===== src/core/pfc_params.svh =====
`ifndef PFC_PARAMS_SVH
`define PFC_PARAMS_SVH
// register byte offsets
`define PFC_OFF_DATA    8'h00
`define PFC_OFF_CTRL    8'h04
`define PFC_OFF_STAT    8'h08
`define PFC_OFF_LMARGIN 8'h0c
`define PFC_OFF_RMARGIN 8'h10
`define PFC_OFF_BARCODE 8'h14
// control fields
`define PFC_CTRL_BITIMG 0
`define PFC_CTRL_DW     1
`define PFC_CTRL_DH     2
`define PFC_CTRL_SP_LO  8
`define PFC_CTRL_SP_HI  15
`define PFC_SPACING_RST 8'h18
// status fields, 8 and 9 are write-one-to-clear
`define PFC_ST_ROT      0
`define PFC_ST_UPS      1
`define PFC_ST_TABLE    2
`define PFC_ST_BUSY     3
`define PFC_ST_MREJ     8
`define PFC_ST_BDROP    9
// command bytes
`define PFC_B_ESC       8'h1b
`define PFC_B_GS        8'h1d
`define PFC_B_LF        8'h0a
`define PFC_B_FDF       8'h4a
`define PFC_B_FDB       8'h4b
`define PFC_B_FLF       8'h64
`define PFC_B_FLB       8'h65
`define PFC_B_ROT       8'h56
`define PFC_B_TBL       8'h74
`define PFC_B_UPS       8'h7b
`define PFC_B_INTL      8'h52
`define PFC_B_LM        8'h46
`define PFC_B_RM        8'h57
`define PFC_B_CUT       8'h56
`define PFC_CUT_FULL0   8'h00
`define PFC_CUT_FULL1   8'h30
`define PFC_CUT_PART0   8'h01
`define PFC_CUT_PART1   8'h31
`define PFC_CUT_FFULL   8'h41
`define PFC_CUT_FPART   8'h42
// margin rules
`define PFC_MARGIN_SEP  17'd80
`define PFC_TEXT_MASK   16'hfffc
`define PFC_BIMG_MASK   16'hfff8
`endif


===== src/core/pfc_pkg.sv =====
package pfc_pkg;
    typedef enum logic [2:0] {P_IDLE, P_ESC, P_GS, P_ARG1, P_ARG2} pfc_parse_e;
    typedef enum logic [3:0] {C_FDF, C_FDB, C_FLF, C_FLB, C_ROT, C_TBL,
                              C_UPS, C_INTL, C_LM, C_RM, C_CUT} pfc_cmd_e;
    typedef enum logic [1:0] {A_IDLE, A_FEED, A_CUT} pfc_act_e;
    typedef struct packed {
        logic [7:0] code;
        logic       rot;
        logic [1:0] angle;
        logic       dw;
        logic       dh;
        logic       table_sel;
    } pfc_char_s;
    typedef struct packed {
        logic        req;
        logic        reverse;
        logic [15:0] dots;
    } pfc_feed_s;
endpackage : pfc_pkg


===== src/core/pfc_cmd_interp.sv =====
// Behaviour
// - 1B 4A n: flush pending line, then feed forward n dot lines.
// - 1B 4B n: flush pending line, then feed backward n dot lines.
// - 1B 64 n: flush, then feed forward n character lines.
// - 1B 65 n: flush, then feed backward n character lines.
// - 1B 56 n: n=1 turns text rotation on, n=0 turns it off.
// - rotation plus upside-down gives 270 degrees in total.
// - rotation affects text only, never graphics; no page mode.
// - while rotated, double-width and double-height swap.
// - rotation is tagged per character, so lines may mix.
// - 1B 74 n: bit 0 selects domestic or code page 437 table.
// - 1B 7B n: bit 0 upside-down, effective from next line start.
// - left margin command: flush, margin = n2*256 + n1.
// - text mode rounds margin down to multiple of 4.
// - bit-image mode rounds margin down to multiple of 8.
// - margins stay at least 80 dots apart; closer settings refused.
// - bar code wider than printable width is discarded.
// - right margin command follows the left margin handling.
// - cut mode 00 or 30: immediate full cut, no length byte.
// - cut mode 01 or 31: immediate partial cut, no length byte.
// - cut mode 41/42: feed length byte dots, then full/partial cut.
//
// Chosen here: the Wishbone slave port and the placing of the registers.
`timescale 1ns/10ps
`default_nettype none
`include "pfc_params.svh"
module pfc_cmd_interp
    import pfc_pkg::*;
#(
    parameter logic [15:0] PRINT_DOTS = 16'd576
)(
    input  wire logic        clk_in,
    input  wire logic        rst_n_in,
    input  wire logic        wb_cyc_in,
    input  wire logic        wb_stb_in,
    input  wire logic        wb_we_in,
    input  wire logic [7:0]  wb_adr_in,
    input  wire logic [3:0]  wb_sel_in,
    input  wire logic [31:0] wb_dat_in,
    output var  logic [31:0] wb_dat_out,
    output var  logic        wb_ack_out,
    input  wire logic        mech_busy_in,
    output var  logic        flush_out,
    output var  pfc_feed_s   feed_out,
    output var  logic        cut_req_out,
    output var  logic        cut_partial_out,
    output var  logic        char_valid_out,
    output var  pfc_char_s   char_out,
    output var  logic        barcode_req_out,
    output var  logic [15:0] barcode_dots_out
);

////////////////////////////////////////////////////////////////////////
// bus decode
logic        ack_q;
pfc_parse_e  pst_q;
pfc_act_e    act_q;
pfc_cmd_e    cmd_q;
logic [7:0]  arg1_q;
logic [7:0]  ctrl_sp_q;
logic [2:0]  ctrl_q;
logic        rot_q;
logic        ups_q;
logic        line_ups_q;
logic        line_open_q;
logic        tbl_q;
logic        mrej_q;
logic        bdrop_q;
logic [15:0] lm_q;
logic [15:0] rm_q;
logic [15:0] dots_q;
logic        rev_q;
logic        cut_pend_q;
logic        cut_part_q;

wire sel_data = wb_adr_in == `PFC_OFF_DATA;
wire sel_ctrl = wb_adr_in == `PFC_OFF_CTRL;
wire sel_stat = wb_adr_in == `PFC_OFF_STAT;
wire sel_lm   = wb_adr_in == `PFC_OFF_LMARGIN;
wire sel_rm   = wb_adr_in == `PFC_OFF_RMARGIN;
wire sel_bc   = wb_adr_in == `PFC_OFF_BARCODE;
// bytes are held off while a flush, feed or cut is still in progress
wire stall_w  = sel_data && wb_we_in && act_q != A_IDLE;
wire req_w    = wb_cyc_in && wb_stb_in;
wire take_w   = req_w && ack_q && wb_we_in;
wire byte_w   = take_w && sel_data && wb_sel_in[0];
wire [7:0] b  = wb_dat_in[7:0];
wire ctrl_w   = take_w && sel_ctrl;
wire stat_w   = take_w && sel_stat && wb_sel_in[1];
wire bc_w     = take_w && sel_bc;

wire [31:0] rd_w =
    sel_ctrl ? {16'h0000, ctrl_sp_q, 5'h00, ctrl_q} :
    sel_stat ? {22'h000000, bdrop_q, mrej_q, 4'h0,
                act_q != A_IDLE, tbl_q, ups_q, rot_q} :
    sel_lm   ? {16'h0000, lm_q} :
    sel_rm   ? {16'h0000, rm_q} : 32'h0000_0000;

////////////////////////////////////////////////////////////////////////
// parser decode
wire two_arg_w = cmd_q == C_LM || cmd_q == C_RM ||
                 (cmd_q == C_CUT && (b == `PFC_CUT_FFULL || b == `PFC_CUT_FPART));
wire done_w    = byte_w && ((pst_q == P_ARG1 && !two_arg_w) || pst_q == P_ARG2);
wire lm_cmd_w  = done_w && cmd_q == C_LM;
wire rm_cmd_w  = done_w && cmd_q == C_RM;
wire cut_cmd_w = done_w && cmd_q == C_CUT;
wire is_full_w = (pst_q == P_ARG1) ? (b == `PFC_CUT_FULL0 || b == `PFC_CUT_FULL1)
                                   : arg1_q == `PFC_CUT_FFULL;
wire is_part_w = (pst_q == P_ARG1) ? (b == `PFC_CUT_PART0 || b == `PFC_CUT_PART1)
                                   : arg1_q == `PFC_CUT_FPART;
wire fdot_w    = done_w && (cmd_q == C_FDF || cmd_q == C_FDB);
wire fline_w   = done_w && (cmd_q == C_FLF || cmd_q == C_FLB);
// both factors widened first so the product keeps all 16 bits on every tool
wire [15:0] line_dots_w = {8'h00, b} * {8'h00, ctrl_sp_q};
// margin position, quantised by print mode
wire [15:0] mraw_w = {b, arg1_q};
wire [15:0] mq_w   = ctrl_q[`PFC_CTRL_BITIMG] ? (mraw_w & `PFC_BIMG_MASK)
                                              : (mraw_w & `PFC_TEXT_MASK);
wire lm_ok_w  = {1'b0, rm_q} >= {1'b0, mq_w} + `PFC_MARGIN_SEP;
wire rm_ok_w  = {1'b0, mq_w} >= {1'b0, lm_q} + `PFC_MARGIN_SEP;
wire mset_w   = (lm_cmd_w && lm_ok_w) || (rm_cmd_w && rm_ok_w);
wire mrej_w   = (lm_cmd_w && !lm_ok_w) || (rm_cmd_w && !rm_ok_w);
wire act_go_w = fdot_w || fline_w || lm_cmd_w || rm_cmd_w ||
                (cut_cmd_w && (is_full_w || is_part_w));
wire bc_fit_w = {16'h0000, wb_dat_in[15:0]} <= {16'h0000, rm_q - lm_q};
wire char_w   = byte_w && pst_q == P_IDLE && b != `PFC_B_ESC && b != `PFC_B_GS;
// 90 from rotation adds to 180 from upside-down, so both together give code 3
wire [1:0] angle_w = {line_ups_q, rot_q};

////////////////////////////////////////////////////////////////////////
// wishbone slave: one wait state, longer for data writes while a flush, feed or cut is in progress
always_ff @(posedge clk_in or negedge rst_n_in)
begin
    if (!rst_n_in)
    begin
        ack_q      <= 1'b0;
        wb_dat_out <= 32'h0000_0000;
    end
    else
    begin
        ack_q      <= req_w && !ack_q && !stall_w;
        wb_dat_out <= rd_w;
    end
end
assign wb_ack_out = ack_q;

always_ff @(posedge clk_in or negedge rst_n_in)
begin
    if (!rst_n_in)
    begin
        ctrl_q    <= 3'h0;
        ctrl_sp_q <= `PFC_SPACING_RST;
    end
    else if (ctrl_w)
    begin
        ctrl_q    <= wb_dat_in[2:0];
        ctrl_sp_q <= wb_dat_in[`PFC_CTRL_SP_HI:`PFC_CTRL_SP_LO];
    end
end

// sticky flags: a new event wins over a clear in the same cycle
always_ff @(posedge clk_in or negedge rst_n_in)
begin
    if (!rst_n_in)
    begin
        mrej_q  <= 1'b0;
        bdrop_q <= 1'b0;
    end
    else
    begin
        mrej_q  <= mrej_w || (mrej_q && !(stat_w && wb_dat_in[`PFC_ST_MREJ]));
        bdrop_q <= (bc_w && !bc_fit_w) || (bdrop_q && !(stat_w && wb_dat_in[`PFC_ST_BDROP]));
    end
end

////////////////////////////////////////////////////////////////////////
// escape sequence parser
always_ff @(posedge clk_in or negedge rst_n_in)
begin
    if (!rst_n_in)
    begin
        pst_q  <= P_IDLE;
        cmd_q  <= C_FDF;
        arg1_q <= 8'h00;
    end
    else if (byte_w)
    begin
        unique case (pst_q)
            P_IDLE:
            begin
                if (b == `PFC_B_ESC)
                    pst_q <= P_ESC;
                else if (b == `PFC_B_GS)
                    pst_q <= P_GS;
            end
            P_ESC:
            begin
                pst_q <= P_ARG1;
                unique case (b)
                    `PFC_B_FDF:  cmd_q <= C_FDF;
                    `PFC_B_FDB:  cmd_q <= C_FDB;
                    `PFC_B_FLF:  cmd_q <= C_FLF;
                    `PFC_B_FLB:  cmd_q <= C_FLB;
                    `PFC_B_ROT:  cmd_q <= C_ROT;
                    `PFC_B_TBL:  cmd_q <= C_TBL;
                    `PFC_B_UPS:  cmd_q <= C_UPS;
                    `PFC_B_INTL: cmd_q <= C_INTL;
                    // other escapes belong to other blocks and are dropped here
                    default:     pst_q <= P_IDLE;
                endcase
            end
            P_GS:
            begin
                pst_q <= P_ARG1;
                unique case (b)
                    `PFC_B_LM:  cmd_q <= C_LM;
                    `PFC_B_RM:  cmd_q <= C_RM;
                    `PFC_B_CUT: cmd_q <= C_CUT;
                    default:    pst_q <= P_IDLE;
                endcase
            end
            P_ARG1:
            begin
                arg1_q <= b;
                pst_q  <= two_arg_w ? P_ARG2 : P_IDLE;
            end
            P_ARG2:
                pst_q <= P_IDLE;
        endcase
    end
end

////////////////////////////////////////////////////////////////////////
// format state
always_ff @(posedge clk_in or negedge rst_n_in)
begin
    if (!rst_n_in)
    begin
        rot_q <= 1'b0;
        ups_q <= 1'b0;
        tbl_q <= 1'b0;
        lm_q  <= 16'h0000;
        rm_q  <= PRINT_DOTS;
    end
    else
    begin
        if (done_w && cmd_q == C_ROT && b == 8'h01)
            rot_q <= 1'b1;
        else if (done_w && cmd_q == C_ROT && b == 8'h00)
            rot_q <= 1'b0;
        if (done_w && cmd_q == C_UPS)
            ups_q <= b[0];
        if (done_w && cmd_q == C_TBL)
            tbl_q <= b[0];
        if (lm_cmd_w && lm_ok_w)
            lm_q <= mq_w;
        if (rm_cmd_w && rm_ok_w)
            rm_q <= mq_w;
    end
end

// upside-down is taken only while no character of the line is pending
always_ff @(posedge clk_in or negedge rst_n_in)
begin
    if (!rst_n_in)
    begin
        line_open_q <= 1'b0;
        line_ups_q  <= 1'b0;
    end
    else
    begin
        if (flush_out || (char_w && b == `PFC_B_LF))
            line_open_q <= 1'b0;
        else if (char_w)
            line_open_q <= 1'b1;
        if (!line_open_q)
            line_ups_q <= ups_q;
    end
end

////////////////////////////////////////////////////////////////////////
// text output; graphics never see the rotation, it rides on each glyph
always_ff @(posedge clk_in or negedge rst_n_in)
begin
    if (!rst_n_in)
    begin
        char_valid_out <= 1'b0;
        char_out       <= '0;
    end
    else
    begin
        char_valid_out <= char_w;
        if (char_w)
        begin
            char_out.code      <= b;
            char_out.rot       <= rot_q;
            char_out.angle     <= angle_w;
            char_out.table_sel <= tbl_q;
            char_out.dw        <= rot_q ? ctrl_q[`PFC_CTRL_DH] : ctrl_q[`PFC_CTRL_DW];
            char_out.dh        <= rot_q ? ctrl_q[`PFC_CTRL_DW] : ctrl_q[`PFC_CTRL_DH];
        end
    end
end

always_ff @(posedge clk_in or negedge rst_n_in)
begin
    if (!rst_n_in)
    begin
        barcode_req_out  <= 1'b0;
        barcode_dots_out <= 16'h0000;
    end
    else
    begin
        barcode_req_out <= bc_w && bc_fit_w;
        if (bc_w)
            barcode_dots_out <= wb_dat_in[15:0];
    end
end

////////////////////////////////////////////////////////////////////////
// paper handling: flush first, then feed, then cut
always_ff @(posedge clk_in or negedge rst_n_in)
begin
    if (!rst_n_in)
    begin
        act_q      <= A_IDLE;
        dots_q     <= 16'h0000;
        rev_q      <= 1'b0;
        cut_pend_q <= 1'b0;
        cut_part_q <= 1'b0;
    end
    else
    begin
        unique case (act_q)
            A_IDLE:
            begin
                if (act_go_w)
                    act_q <= A_FEED;
                rev_q      <= cmd_q == C_FDB || cmd_q == C_FLB;
                cut_pend_q <= cut_cmd_w;
                cut_part_q <= is_part_w;
                if (fdot_w)
                    dots_q <= {8'h00, b};
                else if (fline_w)
                    dots_q <= line_dots_w;
                else if (cut_cmd_w && pst_q == P_ARG2)
                    dots_q <= {8'h00, b};
                else
                    dots_q <= 16'h0000;
            end
            A_FEED:
                if (!mech_busy_in)
                    act_q <= cut_pend_q ? A_CUT : A_IDLE;
            A_CUT:
                if (!mech_busy_in && !feed_out.req)
                    act_q <= A_IDLE;
        endcase
    end
end

always_ff @(posedge clk_in or negedge rst_n_in)
begin
    if (!rst_n_in)
    begin
        flush_out       <= 1'b0;
        feed_out        <= '0;
        cut_req_out     <= 1'b0;
        cut_partial_out <= 1'b0;
    end
    else
    begin
        flush_out    <= act_q == A_IDLE && act_go_w;
        feed_out.req <= act_q == A_FEED && !mech_busy_in && dots_q != 16'h0000;
        if (act_q == A_FEED)
        begin
            feed_out.dots    <= dots_q;
            feed_out.reverse <= rev_q;
        end
        cut_req_out <= act_q == A_CUT && !mech_busy_in && !feed_out.req;
        if (act_q == A_CUT)
            cut_partial_out <= cut_part_q;
    end
end
endmodule : pfc_cmd_interp
`default_nettype wire


===== config.mk =====
export PLATFORM = sky130hd
export DESIGN_NAME = pfc_cmd_interp
export DESIGN_NICKNAME = d
export VERILOG_FILES = /design/src/core/pfc_pkg.sv /design/src/core/pfc_cmd_interp.sv
export VERILOG_INCLUDE_DIRS = /design/src /design/src/core
export SDC_FILE = /design/constraint.sdc
export NUM_CORES = 1
export LEC_CHECK = 0
export BUFFER_PORTS_ARGS = -buffer_cell sky130_fd_sc_hd__buf_2
export CORE_MARGIN = 4
export CORE_UTILIZATION = 54
export DETAILED_ROUTE_END_ITERATION = 8
export GPL_ROUTABILITY_DRIVEN = 0
export PLACE_DENSITY = 0.77
export REMOVE_ABC_BUFFERS = 1
export SLEW_MARGIN = 20
export SYNTH_ARGS = -nofsm -noshare
export SYNTH_HDL_FRONTEND = slang
export SYNTH_SLANG_ARGS = --single-unit

===== constraint.sdc =====
create_clock -name clk_in -period 4.24 [get_ports clk_in]
set_input_delay 0.212 -clock clk_in [delete_from_list [all_inputs] [get_ports clk_in]]
set_output_delay 0.212 -clock clk_in [all_outputs]
set_load 0.02 [all_outputs]

# --- Word level (Yosys, flattened, before mapping) ---
# Index checks and enable logic that the tools add are counted.
# Widths: inputs -> output; s select.
word_totals:
  inputBits: 50
  reg_bits: 156
  wordCells: 213
  out_inout_bits: 86
classes:
  add_sub_neg: 3
  reduce_logical: 92
  n_eq_ne: 48
  n_mux: 30
  order_cmp: 3
  n_mul: 1
op_table:
  columns: ["operator", "n"]
  rows:
  - ["$eq 8x7->1 const B", 14]
  - ["$mux 16", 6]
  - ["$logic_and 1x1->1", 48]
  - ["$add 16x7->17 const B", 2]
  - ["$ge 16x17->1", 2]
  - ["$eq 8x5->1 const B", 4]
  - ["$pmux 4 s8", 1]
  - ["$eq 8x4->1 const B", 3]
  - ["$logic_or 1x1->1", 18]
  - ["$eq 8x6->1 const B", 2]
  - ["$le 16x16->1", 1]
  - ["$logic_not 8->1", 2]
  - ["$mul 8x8->16", 1]
  - ["$ne 8x5->1 const B", 2]
  - ["$reduce_bool 16->1", 1]
  - ["$sub 16x16->16", 1]
  - ["$pmux 3 s5", 1]
  - ["$eq 4x3->1 const B", 3]
  - ["$eq 4x4->1 const B", 3]
  - ["$mux 2", 6]
  - ["$mux 3", 4]
  - ["$pmux 4 s3", 1]
  - ["$logic_not 1->1", 10]
  - ["$ne 9x9->1 const B", 1]
  - ["25 further kinds", 40]

# --- Logic depth before layout (Yosys ltp) ---
logic_depth:
  ltp_word: 15
  mapped_depth: 20
  ltp_nobuf: 19

# --- Least setup slack after synthesis ---
# Ideal clock, no wire load.
synth_timing:
  path_type: "input-to-reg"
  start: "in wb_dat_in[1]"
  end: "reg dots_q[13]"
  required_ns: 4.105
  setup_time_ns: 0.135
  path_stages: 19
  slack_ns: -0.689
  n_path_buf: 3
  arrival_ns: 4.795
  path_cell_list: "clkbuf_1 > clkbuf_1 > clkbuf_1 > nand2_1 > fa_1 > fa_1 > inv_1 > fa_1 > inv_1 > fa_1 > inv_1 > ha_1 > o21a_1 > o31a_1 > o41ai_1 > a21oi_1 > or3_1 > nand4_1 > o21ai_0"
synth_between:
  elab_chain_cells: 11
  word_cells_on_any_way: 14
  cone_classes: "mul (1); eq/ne (2); mux (2); reduce/logical (9)"
synth_lines:
  columns: ["element", "line_no", "source"]
  rows:
  - ["from (decl)", "pfc_cmd_interp.sv:39", "input wire logic [31:0] wb_dat_in,"]
  - ["parallel branches: the longest is 10 deep, another holds $mul 8x8->16", null, null]
  - ["$mux 16 *", "pfc_cmd_interp.sv:342", "if (fdot_w)"]
  - ["to (signal assigned)", "pfc_cmd_interp.sv:343", "dots_q <= {8'h00, b};"]
  - ["to (signal assigned)", "pfc_cmd_interp.sv:345", "dots_q <= line_dots_w;"]
  - ["to (signal assigned)", "pfc_cmd_interp.sv:347", "dots_q <= {8'h00, b};"]
  - ["to (decl)", "pfc_cmd_interp.sv:71", "logic [15:0] dots_q;"]
# Mark *: on every way between the ends.
# A chain may end at the register's enable or synchronous reset.

# --- Worst setup path after layout ---
layout_timing:
  start: "reg ctrl_sp_q[4]"
  end: "reg dots_q[12]"
layout_between:
  elab_chain_cells: 3
layout_lines:
  columns: ["element", "line_no", "source"]
  rows:
  - ["from (decl)", "pfc_cmd_interp.sv:60", "logic [7:0] ctrl_sp_q;"]
  - ["from (signal assigned)", "pfc_cmd_interp.sv:152", "ctrl_sp_q <= `PFC_SPACING_RST;"]
  - ["from (signal assigned)", "pfc_cmd_interp.sv:157", "ctrl_sp_q <= wb_dat_in[`PFC_CTRL_SP_HI:`PFC_CTRL_SP_LO];"]
  - ["$mul 8x8->16", "pfc_cmd_interp.sv:114", "wire [15:0] line_dots_w = {8'h00, b} * {8'h00, ctrl_sp_q};"]
  - ["$mux 16", "pfc_cmd_interp.sv:344", "else if (fline_w)"]
  - ["$mux 16", "pfc_cmd_interp.sv:342", null]
# Every way passes these cells.

==> reports/summary.txt <==
GRT Total Usage -> 25.69%
Yosys reg bits -> 151
endpoint type of the worst setup path -> register
pwr dens -> 271.3 mW/mm^2
crit path from -> ctrl_sp_q[4]$_DFFE_PN1P_
Inst Count DP -> 1436
vias in the first global route -> 8709
clock tree sinks -> 151
capturing point of the worst reg2reg path -> dots_q[12]$_DFFE_PN0P_
Hold WS -> 0.01903 ns
Core Footprint -> 0.01946 sq mm
final-stage net count -> 1385
Initial Util -> 54.82%
YS warnings -> 0
multiplexer share of the synthesized area -> 9.828%
commonest non-fill, non-tap cell in the layout -> dfrtp_1
initial antenna violation count -> 0
fin util -> 65.03%
total CTS buffers -> 17
die area -> 0.02207 sq mm
worst rel slew slack -> 29.01%
Final Non-Filler Cells -> 1479
critical path class -> register to register
kind of start point of the critical path -> register
status -> finished, violations left
static leakage -> 6.402 nW
WP data required -> 4.60 ns
count of unique library cells instantiated by Yosys -> 74
clock insertion delay at the later pin of the skew report -> 0.44 ns
sequential area share after synthesis -> 35.46%
Initial DRC Count -> 711
area grow syn2layout -> 18.63%
num ports -> 136
Synth Area in Compound Gates -> 11.31%
VDD IR-drop max -> 268.4 uV
fraction of layout instances using a drive strength above 1 -> 27.51%
Final ANT Viol Nets -> 0
reg2reg start -> ctrl_sp_q[4]$_DFFE_PN1P_
worst endpoint data arrival time -> 4.69 ns
leading area contributor after synthesis -> dfrtp_1
Mean Syn Cell Area -> 10.05 sq um
DP Area -> 0.01169 sq mm
Worst-Margin Slew -> 1.057 ns
root buf cell -> clkbuf_16
fmax -> 0.2308 GHz
Detail Placement HPWL -> 19820 um
total gr overflow -> 0
max cap viols -> 0
TritonCTS clock tree -> done
Vias -> 8498
chip height -> 148.6 um
largest net degree at the start of global routing -> 152
Die W -> 148.6 um
R2R setup slack -> -0.09 ns
CTS clk-pin slew, worst paths -> 0.07 ns
top cell type's share of synthesized area -> 34.48%
hold crit path type -> primary input to register
post-DR wirelength/cell -> 18.80 um
worst hold stages -> 3
largest family of logic cells by synthesized area -> adder cells
Diodes inserted -> 0
CP max FO -> 5
cell count of the worst reg-to-reg path -> 17
Simple-Gate Fraction of Synth Area -> 14.80%
DR pass1 iterations -> 5
Total Power -> 0.003434 W
Post-Route WL -> 27810 um
worst setup margin -> -0.09210 ns
Finished Cell Area -> 0.01266 sq mm
RSZ-0062 raised after global routing -> yes
Post-route DRC -> 0
Avg Vias per Cell -> 5.746
fin crit share -> 102.2%
dominant cells by area after synthesis -> dfrtp_1 34%, ha_1 11%, mux2_2 8.1%
Slew Limit Fails -> 0
post-synthesis xor/xnor area fraction -> 3.448%
min cycle time layout -> 4.332 ns
port bufs -> 101
Core Rows -> 51
first-pass GRT wire length -> 44990 um
adder-cell share of the synthesized area -> 18.32%
failing checks -> setup timing
Synth async-reset ratio -> 100.0%
Post-synth EDFFs -> 0
main flop type after synthesis -> dfrtp_1
H-tree depth -> 4
Synth Instances -> 1062
HP Start -> wb_stb_in
most frequent cells in the layout -> 147 x dfrtp_1, 105 x inv_1, 100 x buf_2, 91 x ha_1, 77 x mux2_2
final-report setup violation count -> 4
Layout Skew -> 0.01255 ns
CTS Buffer Depth -> 2
synthesized area -> 0.01067 sq mm
Hold Vio Cnt, Final -> 0
hold path endpoint -> wb_ack_out$_DFF_PN0_
## layer usage
metal  vias up  share of wire, %  global-route usage (%)
met2       318                51                   44.44
met1      4168                40                   32.05
met3        73               6.2                   4.570
li1       3939                 -                       -
met4         0               3.2                   10.02
met5         -                 0                       0
## registers in the layout (all words and copies together), names as in the netlist, 2 cells and up
register / cells
ctrl_q: 3
arg1_q: 8
rm_q: 14
act_q: 2
ctrl_sp_q: 8
feed_out: 18
lm_q: 14
dots_q: 16
pst_q: 3
wb_dat_out: 16
cmd_q: 4
barcode_dots_out: 16
char_out: 13
## worst max-delay path, cell delays in order (launching register included)
cell and delay, ns:
dfstp_2 0.58, nand2_2 0.07, fa_1 0.48, fa_1 0.49, inv_1 0.05, fa_1 0.47, inv_1 0.05, fa_1 0.48
inv_2 0.05, ha_4 0.24, nand2_1 0.08, o211ai_1 0.13, or4_4 0.48, a31oi_4 0.23, buf_6 0.12, xnor2_2 0.09
nand3_1 0.08, o21ai_1 0.09
## cells in the mapped netlist, types with 9 or more instances
cell / count
a21o_1: 12
a21oi_1: 33
a222oi_1: 9
and2_1: 53
buf_4: 18
clkbuf_1: 37
dfrtp_1: 147
fa_1: 37
ha_1: 97
inv_1: 108
mux2_1: 9
mux2_2: 77
nand2_1: 70
nand2b_1: 14
nand3_1: 14
nand4_1: 14
nor2_1: 45
nor3_1: 15
nor4_1: 10
o21a_1: 11
o21ai_0: 47
o22ai_1: 11
xnor2_1: 26
xor2_1: 16
## logic make-up (layout without fill, tap and decap cells)
| family | after synthesis | count (layout) |
|---|---|---|
| other cells | 1 | 16 |
| simple gates | 290 | 290 |
| compound gates | 179 | 179 |
| flops | 151 | 151 |
| fa+ha+maj | 134 | 134 |
| mux | 94 | 94 |
| xor+xnor | 42 | 42 |
| buf+inv | 171 | 308 |
## final cells by class
| cell class | count | area (sq um) |
|---|---|---|
| fill | 1493 | 6805 |
| multi-input combinational | 755 | 6456 |
| sequential | 151 | 3784 |
| timing repair buffer | 168 | 1051 |
| clock buffer | 17 | 425.4 |
| inverter | 108 | 405.4 |
| tap | 265 | 331.6 |
| clock inverter | 15 | 203.9 |
## power by group
part | switching (W) | internal (W)
Sequential | 0.00000941 | 0.00146
Combinational | 0.000254 | 0.000128
Clock | 0.000729 | 0.000858
## how the worst max path moves through the flow
stage | end | slack, ns | cells after the start
2_1_floorplan | dots_q[13]$_DFFE_PN0P_ | -0.22 | 16
3_3_place_gp | dots_q[14]$_DFFE_PN0P_ | -0.20 | 16
3_5_place_dp | dots_q[15]$_DFFE_PN0P_ | -0.28 | 17
4_1_cts | dots_q[13]$_DFFE_PN0P_ | -0.08 | 16
5_1_grt | dots_q[14]$_DFFE_PN0P_ | -0.25 | 16
6_report | dots_q[12]$_DFFE_PN0P_ | -0.09 | 17
## timing repair
action                                  in CTS  in global routing
gates resized for setup                     39                 18
hold endpoints to repair                   148                  0
endpoints found under the setup margin       6                  9
pin swaps                                   31                 24
buffers inserted                             6                  4
hold buffers                                 2                  0
## metrics by stage
| step | setup slack, ns | setup TNS (ns) |
|---|---|---|
| floorplan | -0.2225 | -0.6066 |
| global placement | -0.2042 | -0.9220 |
| detailed placement | -0.2758 | -1.317 |
| CTS | -0.08195 | -0.2437 |
| global route | -0.2485 | -1.115 |
| finish | -0.09210 | -0.2138 |
Note: power is estimated with default switching activity, not from simulation.
